`src/sscc_pkg.sv`:
```
// Purpose: Constants for the sync source select, coast and clamp control block
// Assumes: 200 MHz system clock, 8-bit register port fed by the serial port logic
// Notes: Register offsets are byte addresses on the internal register port
`default_nettype none
package sscc_pkg;
    // Register offsets
    localparam logic [7:0] ADDR_SYNC_SEL_POL = 8'h0E;
    localparam logic [7:0] ADDR_CLAMP_COAST_PWR = 8'h0F;
    localparam logic [7:0] ADDR_SLICER_CLAMP_SEL = 8'h10;
    localparam logic [7:0] ADDR_SEP_THRESHOLD = 8'h11;
    localparam logic [7:0] ADDR_COAST_LEAD = 8'h12;
    localparam logic [7:0] ADDR_COAST_TRAIL = 8'h13;
    localparam logic [7:0] ADDR_SYNC_STATUS = 8'h14;
    // Reset values
    localparam logic [7:0] RST_SYNC_SEL_POL = 8'h40;
    localparam logic [7:0] RST_CLAMP_COAST_PWR = 8'h4E;
    localparam logic [7:0] RST_SLICER_CLAMP_SEL = 8'h78;
    localparam logic [7:0] RST_SEP_THRESHOLD = 8'h20;
    localparam logic [7:0] RST_COAST_LEAD = 8'h00;
    localparam logic [7:0] RST_COAST_TRAIL = 8'h00;
    // Field positions, sync select and polarity register
    localparam int B_HS_POL_OVR = 7;
    localparam int B_HS_POL = 6;
    localparam int B_HS_OUT_POL = 5;
    localparam int B_HS_SEL_OVR = 4;
    localparam int B_HS_SEL = 3;
    localparam int B_VS_OUT_INV = 2;
    localparam int B_VS_SEL_OVR = 1;
    localparam int B_VS_SEL = 0;
    // Field positions, clamp, coast and power register
    localparam int B_CLAMP_SRC = 7;
    localparam int B_CLAMP_POL = 6;
    localparam int B_COAST_SRC = 5;
    localparam int B_COAST_POL_OVR = 4;
    localparam int B_COAST_POL = 3;
    localparam int B_SEEK_ALLOW = 2;
    localparam int B_POWER_NORMAL = 1;
    // Field positions, slicer and clamp select register
    localparam int B_SLICER_LSB = 3;
    localparam int B_RED_MID = 2;
    localparam int B_BLUE_MID = 1;
    // Status bits
    localparam int B_ST_HS_DET = 7;
    localparam int B_ST_AHS = 6;
    localparam int B_ST_HS_POL = 5;
    localparam int B_ST_VS_DET = 4;
    localparam int B_ST_AVS = 3;
    localparam int B_ST_VS_POL = 2;
    localparam int B_ST_SOG_DET = 1;
    localparam int B_ST_COAST_POL = 0;
    // Monitored input indices
    localparam int IN_HS = 0;
    localparam int IN_SOG = 1;
    localparam int IN_VS = 2;
    localparam int IN_COAST = 3;
    // Timing
    localparam int CLK_PERIOD_NS = 5;
    localparam int SEP_CLK_PERIOD_NS = 200;
    localparam int SEP_TICK_DIV = SEP_CLK_PERIOD_NS / CLK_PERIOD_NS;
    localparam int ACT_TIMEOUT_US = 100;
    localparam int ACT_TIMEOUT_TICKS = ACT_TIMEOUT_US * 1000 / SEP_CLK_PERIOD_NS;
endpackage
`default_nettype wire

```
`src/sscc_sync_ctrl.sv`:
```
// Purpose: Sync source selection, sync outputs, coast, clamp, seek and power-down control
// Assumes: Sync pins are asynchronous; register port and pixelTick are on clock
// Notes on behaviour
// One bit sets line and green sync polarity
// Line source auto unless override set
// Select bit: 0 dedicated, 1 green sync
// Active line status follows detect table
// Frame output inverted when bit is 0
// Frame source override with select bit
// Clamp internal from trailing edge, or pin
// Clamp pin polarity bit, 1 active low
// Coast from pin or active frame sync
// Coast polarity automatic or user set
// Coast masks line edges to clock generator
// Seek mode allowed only when bit set
// Power-down tristates sync, clock, data outputs
// Five-bit slicer threshold, reset code 15
// Red and blue clamp ground or midscale
// Separator toggles after threshold 5 MHz ticks
// Software sets threshold above line pulse
// Pre-coast starts lines before frame sync
// Post-coast extends lines after frame sync
// Line detect ignores idle or constant input
// Green sync detect shows green activity
// Frame detect ignores constant level input
// Inactive after timeout on 5 MHz ticks
`default_nettype none
module sscc_sync_ctrl #(
    parameter int ACT_TIMEOUT = sscc_pkg::ACT_TIMEOUT_TICKS,
    parameter int TICK_DIV = sscc_pkg::SEP_TICK_DIV
) (
    input wire logic clock,
    input wire logic reset_n,
    input wire logic hsyncPin,
    input wire logic sogPin,
    input wire logic vsyncPin,
    input wire logic coastPin,
    input wire logic clampPin,
    input wire logic pixelTick,
    input wire logic [7:0] clampPlacement,
    input wire logic [7:0] clampDuration,
    input wire logic [7:0] regAddr,
    input wire logic [7:0] regWrData,
    input wire logic regWrEn,
    input wire logic regRdEn,
    output logic [7:0] regRdData_ff,
    output logic lineSyncOut_ff,
    output logic greenSyncOut_ff,
    output logic frameSyncOut_ff,
    output logic outputEnable_ff,
    output logic coastActive_ff,
    output logic pllHsyncEdge_ff,
    output logic clampActive_ff,
    output logic clampRedMid_ff,
    output logic clampBlueMid_ff,
    output logic [4:0] sogThreshold_ff,
    output logic seekMode_ff
);
    if (ACT_TIMEOUT < 2 || ACT_TIMEOUT > 1023 || TICK_DIV < 2 || TICK_DIV > 63) begin : g_bad_param
        $error("ACT_TIMEOUT or TICK_DIV out of range");
    end
    localparam logic [9:0] TIMEOUT_W = 10'(ACT_TIMEOUT);
    localparam logic [5:0] DIV_LAST = 6'(TICK_DIV - 1);

    typedef struct packed {
        logic [4:0] s1;
        logic [4:0] s2;
        logic [3:0] prev;
        logic [5:0] div;
        logic [3:0][9:0] idle;
        logic [3:0][9:0] run;
        logic [3:0][9:0] hiLen;
        logic [3:0][9:0] loLen;
        logic [7:0] r0E;
        logic [7:0] r0F;
        logic [7:0] r10;
        logic [7:0] r11;
        logic [7:0] r12;
        logic [7:0] r13;
        logic [7:0] sepCnt;
        logic sepOut;
        logic hsNormPrev;
        logic vsNormPrev;
        logic [10:0] lineCnt;
        logic [10:0] frameLines;
        logic [7:0] postCnt;
        logic [7:0] clampWait;
        logic [7:0] clampRun;
        logic [7:0] rdData;
        logic lineOut;
        logic greenOut;
        logic frameOut;
        logic outEn;
        logic coast;
        logic pllEdge;
        logic clampAct;
        logic seek;
    } sscc_state_t;

    sscc_state_t st_ff;
    sscc_state_t nxt_st;

    logic tick;
    logic [3:0] det, polHigh, edgeSeen;
    logic active_line_sync_status, active_frame_sync_status, hsPolHigh, hsNorm, sogNorm, vsNorm, preCoast, coastNow;
    logic [7:0] status;

    always_comb begin
        nxt_st = st_ff;
        nxt_st.s1 = {clampPin, coastPin, vsyncPin, sogPin, hsyncPin};
        nxt_st.s2 = st_ff.s1;
        nxt_st.prev = st_ff.s2[3:0];
        tick = (st_ff.div == DIV_LAST);
        nxt_st.div = tick ? 6'h00 : st_ff.div + 6'h01;

        // Per input activity and polarity measurement on the 5 MHz tick
        for (int i = 0; i < 4; i++) begin
            edgeSeen[i] = st_ff.s2[i] ^ st_ff.prev[i];
            if (tick && st_ff.idle[i] < TIMEOUT_W) begin
                nxt_st.idle[i] = st_ff.idle[i] + 10'h001;
            end
            if (tick && st_ff.run[i] != 10'h3FF) begin
                nxt_st.run[i] = st_ff.run[i] + 10'h001;
            end
            if (edgeSeen[i]) begin
                nxt_st.idle[i] = 10'h000;
                nxt_st.run[i] = 10'h000;
                if (st_ff.prev[i]) begin
                    nxt_st.hiLen[i] = st_ff.run[i];
                end else begin
                    nxt_st.loLen[i] = st_ff.run[i];
                end
            end
            det[i] = st_ff.idle[i] < TIMEOUT_W;
            polHigh[i] = st_ff.hiLen[i] < st_ff.loLen[i];
        end

        // Line sync source choice
        if (st_ff.r0E[sscc_pkg::B_HS_SEL_OVR] || det[sscc_pkg::IN_HS] == det[sscc_pkg::IN_SOG]) begin
            active_line_sync_status = st_ff.r0E[sscc_pkg::B_HS_SEL];
        end else begin
            active_line_sync_status = det[sscc_pkg::IN_SOG];
        end
        hsPolHigh = st_ff.r0E[sscc_pkg::B_HS_POL_OVR] ? st_ff.r0E[sscc_pkg::B_HS_POL] : polHigh[active_line_sync_status ? 1 : 0];
        sogNorm = st_ff.s2[sscc_pkg::IN_SOG] ^ ~polHigh[sscc_pkg::IN_SOG];
        hsNorm = active_line_sync_status ? sogNorm : (st_ff.s2[sscc_pkg::IN_HS] ^ ~hsPolHigh);
        nxt_st.hsNormPrev = hsNorm;

        // Sync separator filters line pulses out of the composite signal
        if (hsNorm == st_ff.sepOut) begin
            nxt_st.sepCnt = 8'h00;
        end else if (tick) begin
            if (st_ff.sepCnt + 8'h01 >= st_ff.r11 || st_ff.sepCnt == 8'hFF) begin
                nxt_st.sepOut = ~st_ff.sepOut;
                nxt_st.sepCnt = 8'h00;
            end else begin
                nxt_st.sepCnt = st_ff.sepCnt + 8'h01;
            end
        end

        // Frame sync source choice
        active_frame_sync_status = st_ff.r0E[sscc_pkg::B_VS_SEL_OVR] ? st_ff.r0E[sscc_pkg::B_VS_SEL] : ~det[sscc_pkg::IN_VS];
        vsNorm = active_frame_sync_status ? st_ff.sepOut : (st_ff.s2[sscc_pkg::IN_VS] ^ ~polHigh[sscc_pkg::IN_VS]);
        nxt_st.vsNormPrev = vsNorm;

        // Line counting for coast extension
        if (vsNorm && !st_ff.vsNormPrev) begin
            nxt_st.frameLines = st_ff.lineCnt;
            nxt_st.lineCnt = 11'h000;
        end else if (hsNorm && !st_ff.hsNormPrev && st_ff.lineCnt != 11'h7FF) begin
            nxt_st.lineCnt = st_ff.lineCnt + 11'h001;
        end
        preCoast = !vsNorm && st_ff.r12 != 8'h00
            && ({1'b0, st_ff.lineCnt} + {4'h0, st_ff.r12}) >= {1'b0, st_ff.frameLines};
        if (!vsNorm && st_ff.vsNormPrev) begin
            nxt_st.postCnt = st_ff.r13;
        end else if (hsNorm && !st_ff.hsNormPrev && st_ff.postCnt != 8'h00) begin
            nxt_st.postCnt = st_ff.postCnt - 8'h01;
        end

        // Coast source and polarity
        if (st_ff.r0F[sscc_pkg::B_COAST_SRC]) begin
            coastNow = vsNorm || preCoast || st_ff.postCnt != 8'h00;
        end else if (st_ff.r0F[sscc_pkg::B_COAST_POL_OVR]) begin
            coastNow = st_ff.s2[sscc_pkg::IN_COAST] == st_ff.r0F[sscc_pkg::B_COAST_POL];
        end else begin
            coastNow = st_ff.s2[sscc_pkg::IN_COAST] == polHigh[sscc_pkg::IN_COAST];
        end
        nxt_st.coast = coastNow;
        nxt_st.pllEdge = hsNorm && !st_ff.hsNormPrev && !coastNow;

        // Clamp timing, internal counters run on pixel periods
        if (!hsNorm && st_ff.hsNormPrev) begin
            nxt_st.clampWait = clampPlacement;
            nxt_st.clampRun = 8'h00;
        end else if (pixelTick) begin
            if (st_ff.clampWait != 8'h00) begin
                nxt_st.clampWait = st_ff.clampWait - 8'h01;
                if (st_ff.clampWait == 8'h01) begin
                    nxt_st.clampRun = clampDuration;
                end
            end else if (st_ff.clampRun != 8'h00) begin
                nxt_st.clampRun = st_ff.clampRun - 8'h01;
            end
        end
        if (st_ff.r0F[sscc_pkg::B_CLAMP_SRC]) begin
            nxt_st.clampAct = st_ff.s2[4] ^ st_ff.r0F[sscc_pkg::B_CLAMP_POL];
        end else begin
            nxt_st.clampAct = st_ff.clampRun != 8'h00;
        end

        nxt_st.lineOut = hsNorm ^ st_ff.r0E[sscc_pkg::B_HS_OUT_POL];
        nxt_st.greenOut = sogNorm ^ st_ff.r0E[sscc_pkg::B_HS_OUT_POL];
        nxt_st.frameOut = st_ff.r0E[sscc_pkg::B_VS_OUT_INV] ? vsNorm : ~vsNorm;
        nxt_st.outEn = st_ff.r0F[sscc_pkg::B_POWER_NORMAL];
        nxt_st.seek = st_ff.r0F[sscc_pkg::B_SEEK_ALLOW]
            && !det[sscc_pkg::IN_HS] && !det[sscc_pkg::IN_SOG] && !det[sscc_pkg::IN_VS];

        status = {det[sscc_pkg::IN_HS], active_line_sync_status, hsPolHigh, det[sscc_pkg::IN_VS], active_frame_sync_status,
                  ~polHigh[sscc_pkg::IN_VS], det[sscc_pkg::IN_SOG], polHigh[sscc_pkg::IN_COAST]};

        // Register port
        if (regWrEn) begin
            unique case (regAddr)
                sscc_pkg::ADDR_SYNC_SEL_POL: nxt_st.r0E = regWrData;
                sscc_pkg::ADDR_CLAMP_COAST_PWR: nxt_st.r0F = {regWrData[7:1], 1'b0};
                sscc_pkg::ADDR_SLICER_CLAMP_SEL: nxt_st.r10 = {regWrData[7:1], 1'b0};
                sscc_pkg::ADDR_SEP_THRESHOLD: nxt_st.r11 = regWrData;
                sscc_pkg::ADDR_COAST_LEAD: nxt_st.r12 = regWrData;
                sscc_pkg::ADDR_COAST_TRAIL: nxt_st.r13 = regWrData;
                default: nxt_st.r0E = st_ff.r0E;
            endcase
        end
        if (regRdEn) begin
            unique case (regAddr)
                sscc_pkg::ADDR_SYNC_SEL_POL: nxt_st.rdData = st_ff.r0E;
                sscc_pkg::ADDR_CLAMP_COAST_PWR: nxt_st.rdData = st_ff.r0F;
                sscc_pkg::ADDR_SLICER_CLAMP_SEL: nxt_st.rdData = st_ff.r10;
                sscc_pkg::ADDR_SEP_THRESHOLD: nxt_st.rdData = st_ff.r11;
                sscc_pkg::ADDR_COAST_LEAD: nxt_st.rdData = st_ff.r12;
                sscc_pkg::ADDR_COAST_TRAIL: nxt_st.rdData = st_ff.r13;
                sscc_pkg::ADDR_SYNC_STATUS: nxt_st.rdData = status;
                default: nxt_st.rdData = 8'h00;
            endcase
        end
    end

    always_ff @(posedge clock or negedge reset_n) begin
        if (!reset_n) begin
            st_ff <= '0;
            st_ff.idle <= {4{TIMEOUT_W}};
            st_ff.r0E <= sscc_pkg::RST_SYNC_SEL_POL;
            st_ff.r0F <= sscc_pkg::RST_CLAMP_COAST_PWR;
            st_ff.r10 <= sscc_pkg::RST_SLICER_CLAMP_SEL;
            st_ff.r11 <= sscc_pkg::RST_SEP_THRESHOLD;
            st_ff.r12 <= sscc_pkg::RST_COAST_LEAD;
            st_ff.r13 <= sscc_pkg::RST_COAST_TRAIL;
        end else begin
            st_ff <= nxt_st;
        end
    end

    assign regRdData_ff = st_ff.rdData;
    assign lineSyncOut_ff = st_ff.lineOut;
    assign greenSyncOut_ff = st_ff.greenOut;
    assign frameSyncOut_ff = st_ff.frameOut;
    assign outputEnable_ff = st_ff.outEn;
    assign coastActive_ff = st_ff.coast;
    assign pllHsyncEdge_ff = st_ff.pllEdge;
    assign clampActive_ff = st_ff.clampAct;
    assign clampRedMid_ff = st_ff.r10[sscc_pkg::B_RED_MID];
    assign clampBlueMid_ff = st_ff.r10[sscc_pkg::B_BLUE_MID];
    assign sogThreshold_ff = st_ff.r10[7:sscc_pkg::B_SLICER_LSB];
    assign seekMode_ff = st_ff.seek;

    property p_line_pol;
        @(posedge clock) disable iff (!reset_n)
        reset_n |=> lineSyncOut_ff == ($past(hsNorm) ^ $past(st_ff.r0E[sscc_pkg::B_HS_OUT_POL]));
    endproperty
    a_line_pol: assert property (p_line_pol) else $error("line sync polarity wrong");

    property p_ahs_override;
        @(posedge clock) disable iff (!reset_n)
        st_ff.r0E[sscc_pkg::B_HS_SEL_OVR] |-> active_line_sync_status == st_ff.r0E[sscc_pkg::B_HS_SEL];
    endproperty
    a_ahs_override: assert property (p_ahs_override) else $error("override line source ignored");

    property p_ahs_auto;
        @(posedge clock) disable iff (!reset_n)
        !st_ff.r0E[sscc_pkg::B_HS_SEL_OVR] && (det[sscc_pkg::IN_HS] ^ det[sscc_pkg::IN_SOG])
            |-> active_line_sync_status == det[sscc_pkg::IN_SOG];
    endproperty
    a_ahs_auto: assert property (p_ahs_auto) else $error("auto line source wrong");

    property p_avs;
        @(posedge clock) disable iff (!reset_n)
        st_ff.r0E[sscc_pkg::B_VS_SEL_OVR] |-> active_frame_sync_status == st_ff.r0E[sscc_pkg::B_VS_SEL];
    endproperty
    a_avs: assert property (p_avs) else $error("frame source override ignored");

    property p_clamp_ext;
        @(posedge clock) disable iff (!reset_n)
        st_ff.r0F[sscc_pkg::B_CLAMP_SRC] && st_ff.r0F[sscc_pkg::B_CLAMP_POL] && !st_ff.s2[4]
            && $stable(st_ff.r0F) |=> clampActive_ff;
    endproperty
    a_clamp_ext: assert property (p_clamp_ext) else $error("external clamp low not clamping");

    property p_coast_mask;
        @(posedge clock) disable iff (!reset_n)
        pllHsyncEdge_ff |-> !coastActive_ff;
    endproperty
    a_coast_mask: assert property (p_coast_mask) else $error("line edge passed during coast");

    property p_seek;
        @(posedge clock) disable iff (!reset_n)
        seekMode_ff |-> $past(st_ff.r0F[sscc_pkg::B_SEEK_ALLOW]) && !$past(det[sscc_pkg::IN_HS]);
    endproperty
    a_seek: assert property (p_seek) else $error("seek mode entered while disallowed");

    property p_power;
        @(posedge clock) disable iff (!reset_n)
        !st_ff.r0F[sscc_pkg::B_POWER_NORMAL] |=> !outputEnable_ff;
    endproperty
    a_power: assert property (p_power) else $error("outputs driven in power-down");

    property p_sep;
        @(posedge clock) disable iff (!reset_n)
        $changed(st_ff.sepOut) |-> $past(tick) && ($past(st_ff.sepCnt) + 8'h01 >= $past(st_ff.r11)
            || $past(st_ff.sepCnt) == 8'hFF);
    endproperty
    a_sep: assert property (p_sep) else $error("separator toggled before threshold");

    property p_idle;
        @(posedge clock) disable iff (!reset_n)
        st_ff.idle[sscc_pkg::IN_HS] == TIMEOUT_W |-> !det[sscc_pkg::IN_HS];
    endproperty
    a_idle: assert property (p_idle) else $error("idle line input reported active");
endmodule
`default_nettype wire

```
`config.mk`:
```
export PLATFORM = sky130hd
export DESIGN_NAME = sscc_sync_ctrl
export DESIGN_NICKNAME = d
export VERILOG_FILES = /design/src/sscc_pkg.sv /design/src/sscc_sync_ctrl.sv
export SDC_FILE = /design/constraint.sdc
export NUM_CORES = 1
export LEC_CHECK = 0
export BUFFER_PORTS_ARGS = -buffer_cell sky130_fd_sc_hd__buf_2
export CORE_ASPECT_RATIO = 1.5
export CORE_MARGIN = 2
export CORE_UTILIZATION = 40
export DETAILED_ROUTE_END_ITERATION = 8
export PLACE_DENSITY = 0.65
export SYNTH_ARGS = -nofsm -noshare
export SYNTH_HDL_FRONTEND = slang
export SYNTH_SLANG_ARGS = --single-unit
```
`constraint.sdc`:
```
create_clock -name clock -period 4.3 [get_ports clock]
set_input_delay 0.645 -clock clock [delete_from_list [all_inputs] [get_ports clock]]
set_output_delay 0.645 -clock clock [all_outputs]
set_load 0.02 [all_outputs]
```
==> summary.txt, run 1 <==
Worst setup path
  • Worst Setup End Kind: flop
  • FF-to-FF setup slack: 0.42 ns
  • CP Class: flop to flop
  • R2r endpoint: pllHsyncEdge_ff
  • FF-to-FF Start: st_ff[51]
  • Req. time, crit path: 4.76 ns
  • Worst endpoint data arrival time: 4.34 ns
  • Crit path max fanout: 6
  • FF-to-FF path depth: 16
  • Startpoint Class: flop

Yosys
  • Register area share after synthesis: 0.490
  • Synth unique cells: 76
  • Primary FF master, synth: dfrtp_1
  • YS warnings: 0
  • Cells after Synth: 1377
  • Synth top area share: 0.441
  • Post-synth EDFFs: 0
  • Cell taking the most area after synthesis: dfrtp_1
  • Top post-synthesis cells by area: dfrtp_1 (44%), ha_1 (7.3%), mux2_2 (7.2%), dfstp_2 (5.0%), o21ai_0 (3.2%)
  • #FFs+latches synth: 289
  • Syn Area/Cell: 10.8 µm²
  • Mapped Nets: 1506
  • Mapped Area: 0.0148 mm²
  • Async S/R FF share, synth: 1.00

Pwr
  • Switching Share: 0.262
  • Max VDD drop: 0.281 mV
  • Power Total: 0.00622 W
  • PwrDens: 376 mW/mm²
  • Combinational share of power: 0.120
  • Clock share of power: 0.399
  • P_leak: 7.65 nW
  • Pint: 0.00459 W
  • Register share of total power: 0.481
  • NetSw: 0.00163 W

Die
  • Die width: 161 µm
  • I/O Pins: 65
  • Die area: 0.0386 mm²
  • Starting density of the core: 0.404
  • Num rows: 86
  • Area of the core: 0.0367 mm²
  • Chip height: 240 µm

Layout
  • Final design utilization: 0.451
  • Fill cell count: 3396
  • Fin cells: 1936
  • Area Overhead vs Synth: 11.7%
  • Register area: 0.00727 mm²
  • Ant diodes: 0
  • Multi-input logic area: 0.00697 mm²
  • Final nets: 1559
  • Layout cell share with drive strength beyond 1: 0.185

Worst hold path
  • Hold/Removal Path Class: input pin to async pin

Clocking
  • Clk_lat worst skew: 0.56 ns
  • Clock Path Buffers: 3
  • CTS sink cnt: 289
  • Setup Fix Bufs, Post-CTS: 0
  • Clock transition at path regs: 0.07 ns
  • Clk root buf: clkbuf_16
  • Hold buffers post-CTS: 0
  • Cts bufs inserted: 28
  • # resized after CTS: 0
  • H-tree depth: 1
  • CTS tree: done

Timing
  • Period minus WS final: 3.88 ns
  • Setup-failing EPs final: 0
  • Final Hold Fails: 0
  • Slew headroom: 0.356
  • Setup Total Neg Slack: 0 ns
  • Final worst-path cycle share: 0.903
  • FMAX: 258 MHz
  • Worst-margin pin slew: 0.961 ns
  • Final Skew: 0.0189 ns
  • Final Slew Violations: 0
  • RSZ-0062 raised after global routing: false

Route
  • DRC viols: 0
  • DR WL/cell: 16.2 µm
  • DR iter-0 viols: 540
  • Vias post-DR: 10170
  • Final wirelength: 31.4 mm
  • Via-to-Cell Ratio: 5.25
  • DRT Pass-1 Iters: 5
  • Final antenna-violating net count: 0

Flow run
  • Max-cap viol count: 0

Global route
  • Largest net degree at the start of global routing: 85
  • First-pass GRT wire length: 52.2 mm
  • Initial antenna violation count: 0
  • Congestion Overflow GR: 0
  • GR Util All Layers: 0.166
  • Vias in the first global route: 10283

Placement
  • GPL Wtd Cong: 0.840
  • Detailed placer's ending HPWL: 23.2 mm
  • Placed insts: 1884
  • Count of input and output buffers: 64

Status
  • Status: complete, no violations
layer usage:
layer | global-route usage | vias up | wire, µm | share of wire
met1 | 0.209 | 5014 | 13300 | 0.42
met3 | 0.0197 | 48 | 1250 | 0.040
met2 | 0.295 | 185 | 15900 | 0.51
met4 | 0.0565 | 0 | 937 | 0.030
met5 | 0 | - | 0 | 0
li1 | - | 4923 | - | -
area by class of cell:
type	count	share of cell area
multi-input cells	948	0.421
flip-flops and latches	289	0.439
clock buffers	36	0.0472
repair buffers	76	0.0269
clock inverters	16	0.00945
inverters	87	0.0197
well taps	484	0.0366
metrics by stage:
stage / cell area [µm²] / setup slack [ns] / hold slack, ns
after detailed placement: 15600 / 0.455 / 0.336
after global routing: 16500 / 0.155 / 0.133
after floorplan: 14800 / 0.824 / 0.331
final: 16500 / 0.418 / 0.0728
after global placement: 15600 / 0.594 / 0.338
after CTS: 16500 / 0.437 / 0.113
worst max path at each step:
stage              start               to  slack [ns]  cells past startpoint
2_1_floorplan  st_ff[51]  pllHsyncEdge_ff        0.82                     16
3_3_place_gp   st_ff[51]  pllHsyncEdge_ff        0.59                     16
3_5_place_dp   st_ff[51]  pllHsyncEdge_ff        0.46                     16
4_1_cts        st_ff[51]  pllHsyncEdge_ff        0.44                     16
5_1_grt        st_ff[51]  pllHsyncEdge_ff        0.16                     16
6_report       st_ff[51]  pllHsyncEdge_ff        0.42                     16
registers in the layout, indices dropped and copies added, names as in the netlist:
name / cells
sogThreshold_ff: 5
greenSyncOut_ff: 1
coastActive_ff: 1
lineSyncOut_ff: 1
seekMode_ff: 1
clampActive_ff: 1
clampBlueMid_ff: 1
outputEnable_ff: 1
st_ff: 256
regRdData_ff: 8
pllHsyncEdge_ff: 1
nxt_st: 10
frameSyncOut_ff: 1
clampRedMid_ff: 1
cells in the final DEF (no fill, tap or decap), drive strengths merged, types with 30 or more instances in the layout:
cell type	instances
a21oi	49
and2	54
buf	76
clkbuf	36
dfrtp	261
ha	86
inv	87
mux2	106
nand2	114
nand3	48
nor2	62
o21ai	99
xnor2	52
xor2	30
Yosys cell counts (30+ instances only):
library cell	instances
ha_1	86
clkbuf_1	33
nor2_1	62
and2_1	54
mux2_2	95
xnor2_1	51
nand3_1	47
a21oi_1	49
nand2_1	114
o21ai_0	96
xor2_1	30
inv_1	86
dfrtp_1	261
power groups by stage:
stage / sequential, W / combinational (W) / clock, W
after floorplan: 0.00301 / 0.000509 / 0
after CTS: 0.00299 / 0.000763 / 0.00254
final: 0.00299 / 0.000748 / 0.00248
after detailed placement: 0.00304 / 0.000755 / 0
after global placement: 0.00303 / 0.000729 / 0
after global routing: 0.00301 / 0.000850 / 0.00266
cell families after synthesis:
family          Yosys count  synth area share
compound gates          241             0.104
xor+xnor                 82            0.0490
fa+ha+maj                87            0.0739
buf+inv                 140            0.0396
flops                   289             0.490
mux                     128             0.101
simple gates            410             0.142
critical path: stages (launching register included):
cell      delay [ns]
dfrtp_1         0.44
ha_1            0.25
fa_1            0.41
a21o_1          0.17
a21oi_1         0.23
o21bai_1        0.11
a21oi_1         0.26
o21bai_1        0.10
a21oi_1         0.23
nor2_1          0.10
xor2_1          0.15
ha_1            0.28
o21a_1          0.10
o21ai_0         0.17
a31oi_1         0.06
or4b_1          0.53
a211oi_1        0.22
Power figures use the tool's default switching activity.
==> run 2, diff against run 1 <==
Settings changed: PLACE_DENSITY 0.65 to 0.6.
==> run 2 against run 1 <==
  * Die area did not move
  * Sequential share of layout area is 0.20 points lower
  * Worst hold slack got worse by 0.0031 ns
  * Sequential power is essentially flat
  * Clock power grew 8%
  * Core utilization up 0.20 points
  * Via count down 0.11%
  * Cell area is 0.45% higher
  * Power rose by 3.0%
  * Critical path type unchanged
  * Critical endpoint unchanged
  * Highest routed layer unchanged
==> summary.txt, run 2 (synthesis results as in run 1) <==
Status
  • Status: complete, no violations

Layout
  • Max reg flops: 256
  • Area Overhead vs Synth: 12.2%
  • Largest reg by FF count: st_ff
  • Final nets: 1562
  • Layout cell share with drive strength beyond 1: 0.189
  • Ant diodes: 0
  • Commonest non-fill, non-tap cell in the layout: dfrtp_1
  • Fin cells: 1939
  • Register area: 0.00727 mm²
  • Most frequent cells in the layout: dfrtp_1 (261), nand2_1 (114), o21ai_0 (96)
  • Fill cell count: 3441
  • Multi-input logic area: 0.00697 mm²

Timing
  • Worst-margin pin slew: 0.965 ns
  • Period minus WS final: 3.85 ns
  • Setup Total Neg Slack: 0 ns
  • Final Skew: 0.0114 ns
  • Slew headroom: 0.354
  • Final Hold Fails: 0
  • PnR worst setup slack: 0.448 ns
  • Final worst-path cycle share: 0.896
  • RSZ-0062 raised after global routing: false
  • Final Slew Violations: 0
  • FMAX: 260 MHz
  • Setup-failing EPs final: 0

Worst setup path
  • Req. time, crit path: 4.76 ns
  • Startpoint Class: flop
  • FF-to-FF path depth: 16
  • CP delay by family, top: compound AO/OA/AOI/OAI gates
  • Critical path's most frequent cell: a21oi_1
  • CP Class: flop to flop
  • R2r endpoint: pllHsyncEdge_ff
  • WP buf/inv: 0
  • Worst Setup End Kind: flop
  • CP cell instances: ha_1 > fa_1 > a21o_1 > a21oi_1 > o21bai_1 > a21oi_1 > o21bai_1 > a21oi_1 > nor2_1 > xor2_1 > ha_1 > o21a_1 > o21ai_0 > a31oi_1 > or4b_1 > a211oi_1
  • FF-to-FF Start: st_ff[51]
  • Crit path max fanout: 6
  • Slowest stage delay, CP: 0.52 ns
  • Worst path slowest cell: or4b_1
  • Worst endpoint data arrival time: 4.31 ns
  • FF-to-FF setup slack: 0.45 ns

Pwr
  • P_leak: 7.69 nW
  • PwrDens: 385 mW/mm²
  • Max VDD drop: 0.222 mV

Route
  • Via-to-Cell Ratio: 5.24
  • Final antenna-violating net count: 0
  • Final wirelength: 31.9 mm
  • Vias post-DR: 10159
  • DRT Pass-1 Iters: 5
  • DR iter-0 viols: 514
  • DR WL/cell: 16.4 µm
  • DRC viols: 0

Die
  • Num rows: 86
  • I/O Pins: 65
  • Chip height: 240 µm
  • Area of the core: 0.0367 mm²
  • Die area: 0.0386 mm²
  • Starting density of the core: 0.404
  • Die width: 161 µm

Placement
  • GPL Wtd Cong: 0.831
  • Count of input and output buffers: 64
  • Detailed placer's ending HPWL: 23.2 mm
  • Placed insts: 1886
  • DP Worst Slack: 0.504 ns

Global route
  • Congestion Overflow GR: 0
  • First-pass GRT wire length: 53.4 mm
  • Vias in the first global route: 10285
  • Largest net degree at the start of global routing: 84
  • Initial antenna violation count: 0
  • GR Util All Layers: 0.169

Clocking
  • # resized after CTS: 0
  • Clock Path Buffers: 3
  • CTS tree: done
  • Clk_lat worst skew: 0.56 ns
  • Cts bufs inserted: 29
  • Clock transition at path regs: 0.06 ns
  • H-tree depth: 1
  • Hold buffers post-CTS: 0
  • Clk root buf: clkbuf_16
  • Setup Fix Bufs, Post-CTS: 0
  • CTS sink cnt: 289

Worst hold path
  • Hold/Removal Path Class: input pin to async pin

Flow run
  • Max-cap viol count: 0
[run 2: cell types whose count changed in the layout (fill, tap and decap cells not counted)]
cell | before | now
clkbuf_8 | 5 | 2
clkbuf_1 | 3 | 0
buf_4 | 10 | 13
clkinv_8 | 1 | 0
clkinvlp_4 | 3 | 4
bufinv_16 | 2 | 5
buf_12 | 2 | 1
clkinv_4 | 2 | 1
inv_6 | 0 | 2
clkbuf_16 | 28 | 29
clkinv_2 | 8 | 10
[run 2: worst reg2reg max path, stage by stage, from the launching register on]
cell	delay, ns
dfrtp_1	0.44
ha_1	0.25
fa_1	0.41
a21o_1	0.18
a21oi_1	0.22
o21bai_1	0.09
a21oi_1	0.24
o21bai_1	0.11
a21oi_1	0.24
nor2_1	0.09
xor2_1	0.15
ha_1	0.28
o21a_1	0.11
o21ai_0	0.14
a31oi_1	0.06
or4b_1	0.52
a211oi_1	0.22
[run 2: final cells by class]
cell class	count	share of cell area
repair buffers	78	0.0269
clock buffers	31	0.0453
flip-flops and latches	289	0.437
multi-input cells	948	0.419
inverters	87	0.0196
well taps	484	0.0364
clock inverters	22	0.0154
[run 2: worst max path at each step]
stage	endpoint	cells past startpoint	startpoint	slack (ns)
finish	pllHsyncEdge_ff	16	st_ff[51]	0.45
global route	pllHsyncEdge_ff	16	st_ff[51]	0.22
CTS	pllHsyncEdge_ff	16	st_ff[51]	0.47
detailed placement	pllHsyncEdge_ff	16	st_ff[51]	0.50
global placement	pllHsyncEdge_ff	16	st_ff[51]	0.58
floorplan	pllHsyncEdge_ff	16	st_ff[51]	0.82
[run 2: through the flow]
| step | power, W | hold slack (ns) | util | cell area [µm²] |
|---|---|---|---|---|
| 2_1_floorplan | 0.00352 | 0.331 | - | 14800 |
| 3_3_place_gp | 0.00377 | 0.333 | 0.426 | 15600 |
| 3_5_place_dp | 0.00379 | 0.335 | 0.426 | 15600 |
| 4_1_cts | 0.00650 | 0.105 | 0.453 | 16600 |
| 5_1_grt | 0.00672 | 0.134 | 0.453 | 16600 |
| 6_report | 0.00641 | 0.0697 | 0.453 | 16600 |
[run 2: power breakdown]
part	internal, W	total, W	switching [W]	leakage [nW]
Clock	0.00157	0.00267	0.00110	0.495
Combinational	0.000318	0.000742	0.000424	3.38
Sequential	0.00286	0.00299	0.000129	3.81
[run 2: per-layer routing]
layer  wire, µm  track usage  vias up
met5          0            0        -
met4        486       0.0400        0
met3       1100       0.0229       28
met2      16400        0.306      133
met1      13900        0.214     5069
li1           -            -     4929
==> run 3, diff against run 2 <==
Settings changed: PLACE_DENSITY 0.6 to 0.62.
Clock period 4.3 ns to 3.1 ns, I/O delays scaled along.
==> run 3 against run 2 <==
  * The run now ends with negative setup slack left
  * Routed wire length is 3.4% higher
  * Global-route usage grew 0.54 points
  * Power rose by 40%
  * Critical path depth unchanged
  * Register-to-register slack got worse by 0.66 ns
  * Flip-flop and latch count is the same
  * Die area unchanged
  * Largest power group unchanged
==> summary.txt, run 3 (synthesis results as in run 1) <==
Status
  • Status: finished, violations left
  • Failing checks: negative setup slack

Die
  • Area of the core: 0.0367 mm²
  • Die area: 0.0386 mm²
  • Num rows: 86
  • Starting density of the core: 0.404
  • Die width: 161 µm
  • I/O Pins: 65
  • Chip height: 240 µm

Route
  • Vias post-DR: 10468
  • Final wirelength: 33.0 mm
  • DRC viols: 0
  • Via-to-Cell Ratio: 5.28
  • Final antenna-violating net count: 0
  • DR WL/cell: 16.6 µm
  • DR iter-0 viols: 534
  • DRT Pass-1 Iters: 5

Global route
  • First-pass GRT wire length: 54.9 mm
  • Vias in the first global route: 10654
  • GR Util All Layers: 0.175
  • Congestion Overflow GR: 0
  • Initial antenna violation count: 1
  • Largest net degree at the start of global routing: 90

Clocking
  • H-tree depth: 1
  • Clk_lat worst skew: 0.55 ns
  • Clock transition at path regs: 0.06 ns
  • Clk root buf: clkbuf_16
  • Cts bufs inserted: 28
  • CTS sink cnt: 289
  • Clock Path Buffers: 3
  • CTS tree: done

Worst setup path
  • FF-to-FF Start: st_ff[81]
  • Critical path's most frequent cell: a21oi_2
  • Crit path max fanout: 2
  • WP buf/inv: 0
  • Worst endpoint data arrival time: 3.75 ns
  • CP delay by family, top: compound AO/OA/AOI/OAI gates
  • Startpoint Class: flop
  • Crit path from: st_ff[81]
  • CP Class: flop to flop
  • Worst Setup End Kind: flop
  • Slowest stage delay, CP: 0.50 ns
  • Worst path slowest cell: or4b_4
  • Req. time, crit path: 3.54 ns
  • CP cell instances: ha_2 > fa_2 > a21o_1 > a21oi_2 > o21bai_1 > a21oi_2 > o21bai_1 > a21oi_2 > nor2_1 > xor2_1 > ha_1 > o21a_1 > o21ai_1 > a31oi_1 > or4b_4 > and2_1

Timing
  • Final Hold Fails: 0
  • FMAX: 302 MHz
  • Setup-failing EPs final: 2
  • Final Skew: 0.00904 ns
  • Setup Total Neg Slack: -0.418 ns
  • Period minus WS final: 3.31 ns
  • Worst-margin pin slew: 0.792 ns
  • Slew headroom: 0.468
  • PnR worst setup slack: -0.210 ns
  • RSZ-0062 raised after global routing: true
  • Final Slew Violations: 0
  • Final worst-path cycle share: 1.07

Pwr
  • Power Total: 0.00894 W
  • PwrDens: 525 mW/mm²
  • P_leak: 7.92 nW
  • Max VDD drop: 0.400 mV

Layout
  • Max reg flops: 256
  • Area Overhead vs Synth: 14.9%
  • Most frequent cells in the layout: dfrtp_1 (261), nand2_1 (114), mux2_2 (95)
  • Largest reg by FF count: st_ff
  • Layout cell share with drive strength beyond 1: 0.214
  • Final nets: 1605
  • Commonest non-fill, non-tap cell in the layout: dfrtp_1

Placement
  • Detailed placer's ending HPWL: 23.9 mm
  • GPL Wtd Cong: 0.839
  • Count of input and output buffers: 64

Flow run
  • Max-cap viol count: 0

Worst hold path
  • Hold/Removal Path Class: input pin to flop
  • Worst hold start: hsyncPin
[run 3: cell types whose count changed in the layout (fill, tap and decap cells not counted), sizes merged, moves of 2 or more]
cell / before / now
buf: 78 / 118
bufinv: 5 / 3
clkbuf: 31 / 42
clkinv: 11 / 5
clkinvlp: 4 / 1
dlygate4sd3: 0 / 4
[run 3: report_power, final]
part	switching [W]	total [W]	internal (W)
sequential	0.000166	0.00414	0.00397
clock	0.00149	0.00367	0.00217
combinational	0.000638	0.00113	0.000497
total	0.00229	0.00894	0.00664
[run 3: worst paths after layout]
| kind | end | slack (ns) | cells past startpoint |
|---|---|---|---|
| worst min-delay path | nxt_st[291] | 0.02 | 1 |
| worst min register to register | nxt_st[288] | 0.35 | 0 |
| max in group asynchronous | st_ff[107] | 1.68 | 3 |
| worst max-delay path | coastActive_ff | -0.21 | 16 |
| min in group asynchronous | st_ff[43] | 0.51 | 2 |
| worst max register to register | coastActive_ff | -0.21 | 16 |
[run 3: metrics by stage]
stage               area (µm²)   util  hold slack [ns]  setup slack, ns  std cells
detailed placement       15900  0.434            0.335           -0.240       1922
floorplan                14800      -            0.169           -0.123       1377
finish                   17000  0.464           0.0245           -0.210       1983
global route             17000  0.464          0.00735           -0.380       1983
CTS                      17000  0.463          0.00165           -0.232       1979
global placement         15900  0.434            0.337           -0.147       1922
[run 3: metal layers]
metal  wire [µm]  vias up  GRT usage
li1            -     5025          -
met1       13900     5216      0.218
met2       17200      175      0.316
met3        1120       52     0.0192
met4         769        0     0.0530
met5           0        -          0
[run 3: final cells by class]
cell class	instances	area, µm²
flip-flops and latches	289	7270
inverters	87	327
clock buffers	42	865
diodes	1	2.50
fillers	3390	19700
repair buffers	122	826
clock inverters	10	131
well taps	484	606
multi-input cells	948	7010
[run 3: repair_timing]
item,4_1_cts,5_1_grt
endpoints found under the setup margin,2,23
hold endpoints to repair,79,0
resized for setup,1,7
setup buffers,1,3
pin swaps,1,6
cloned,0,0
hold buffers,4,0
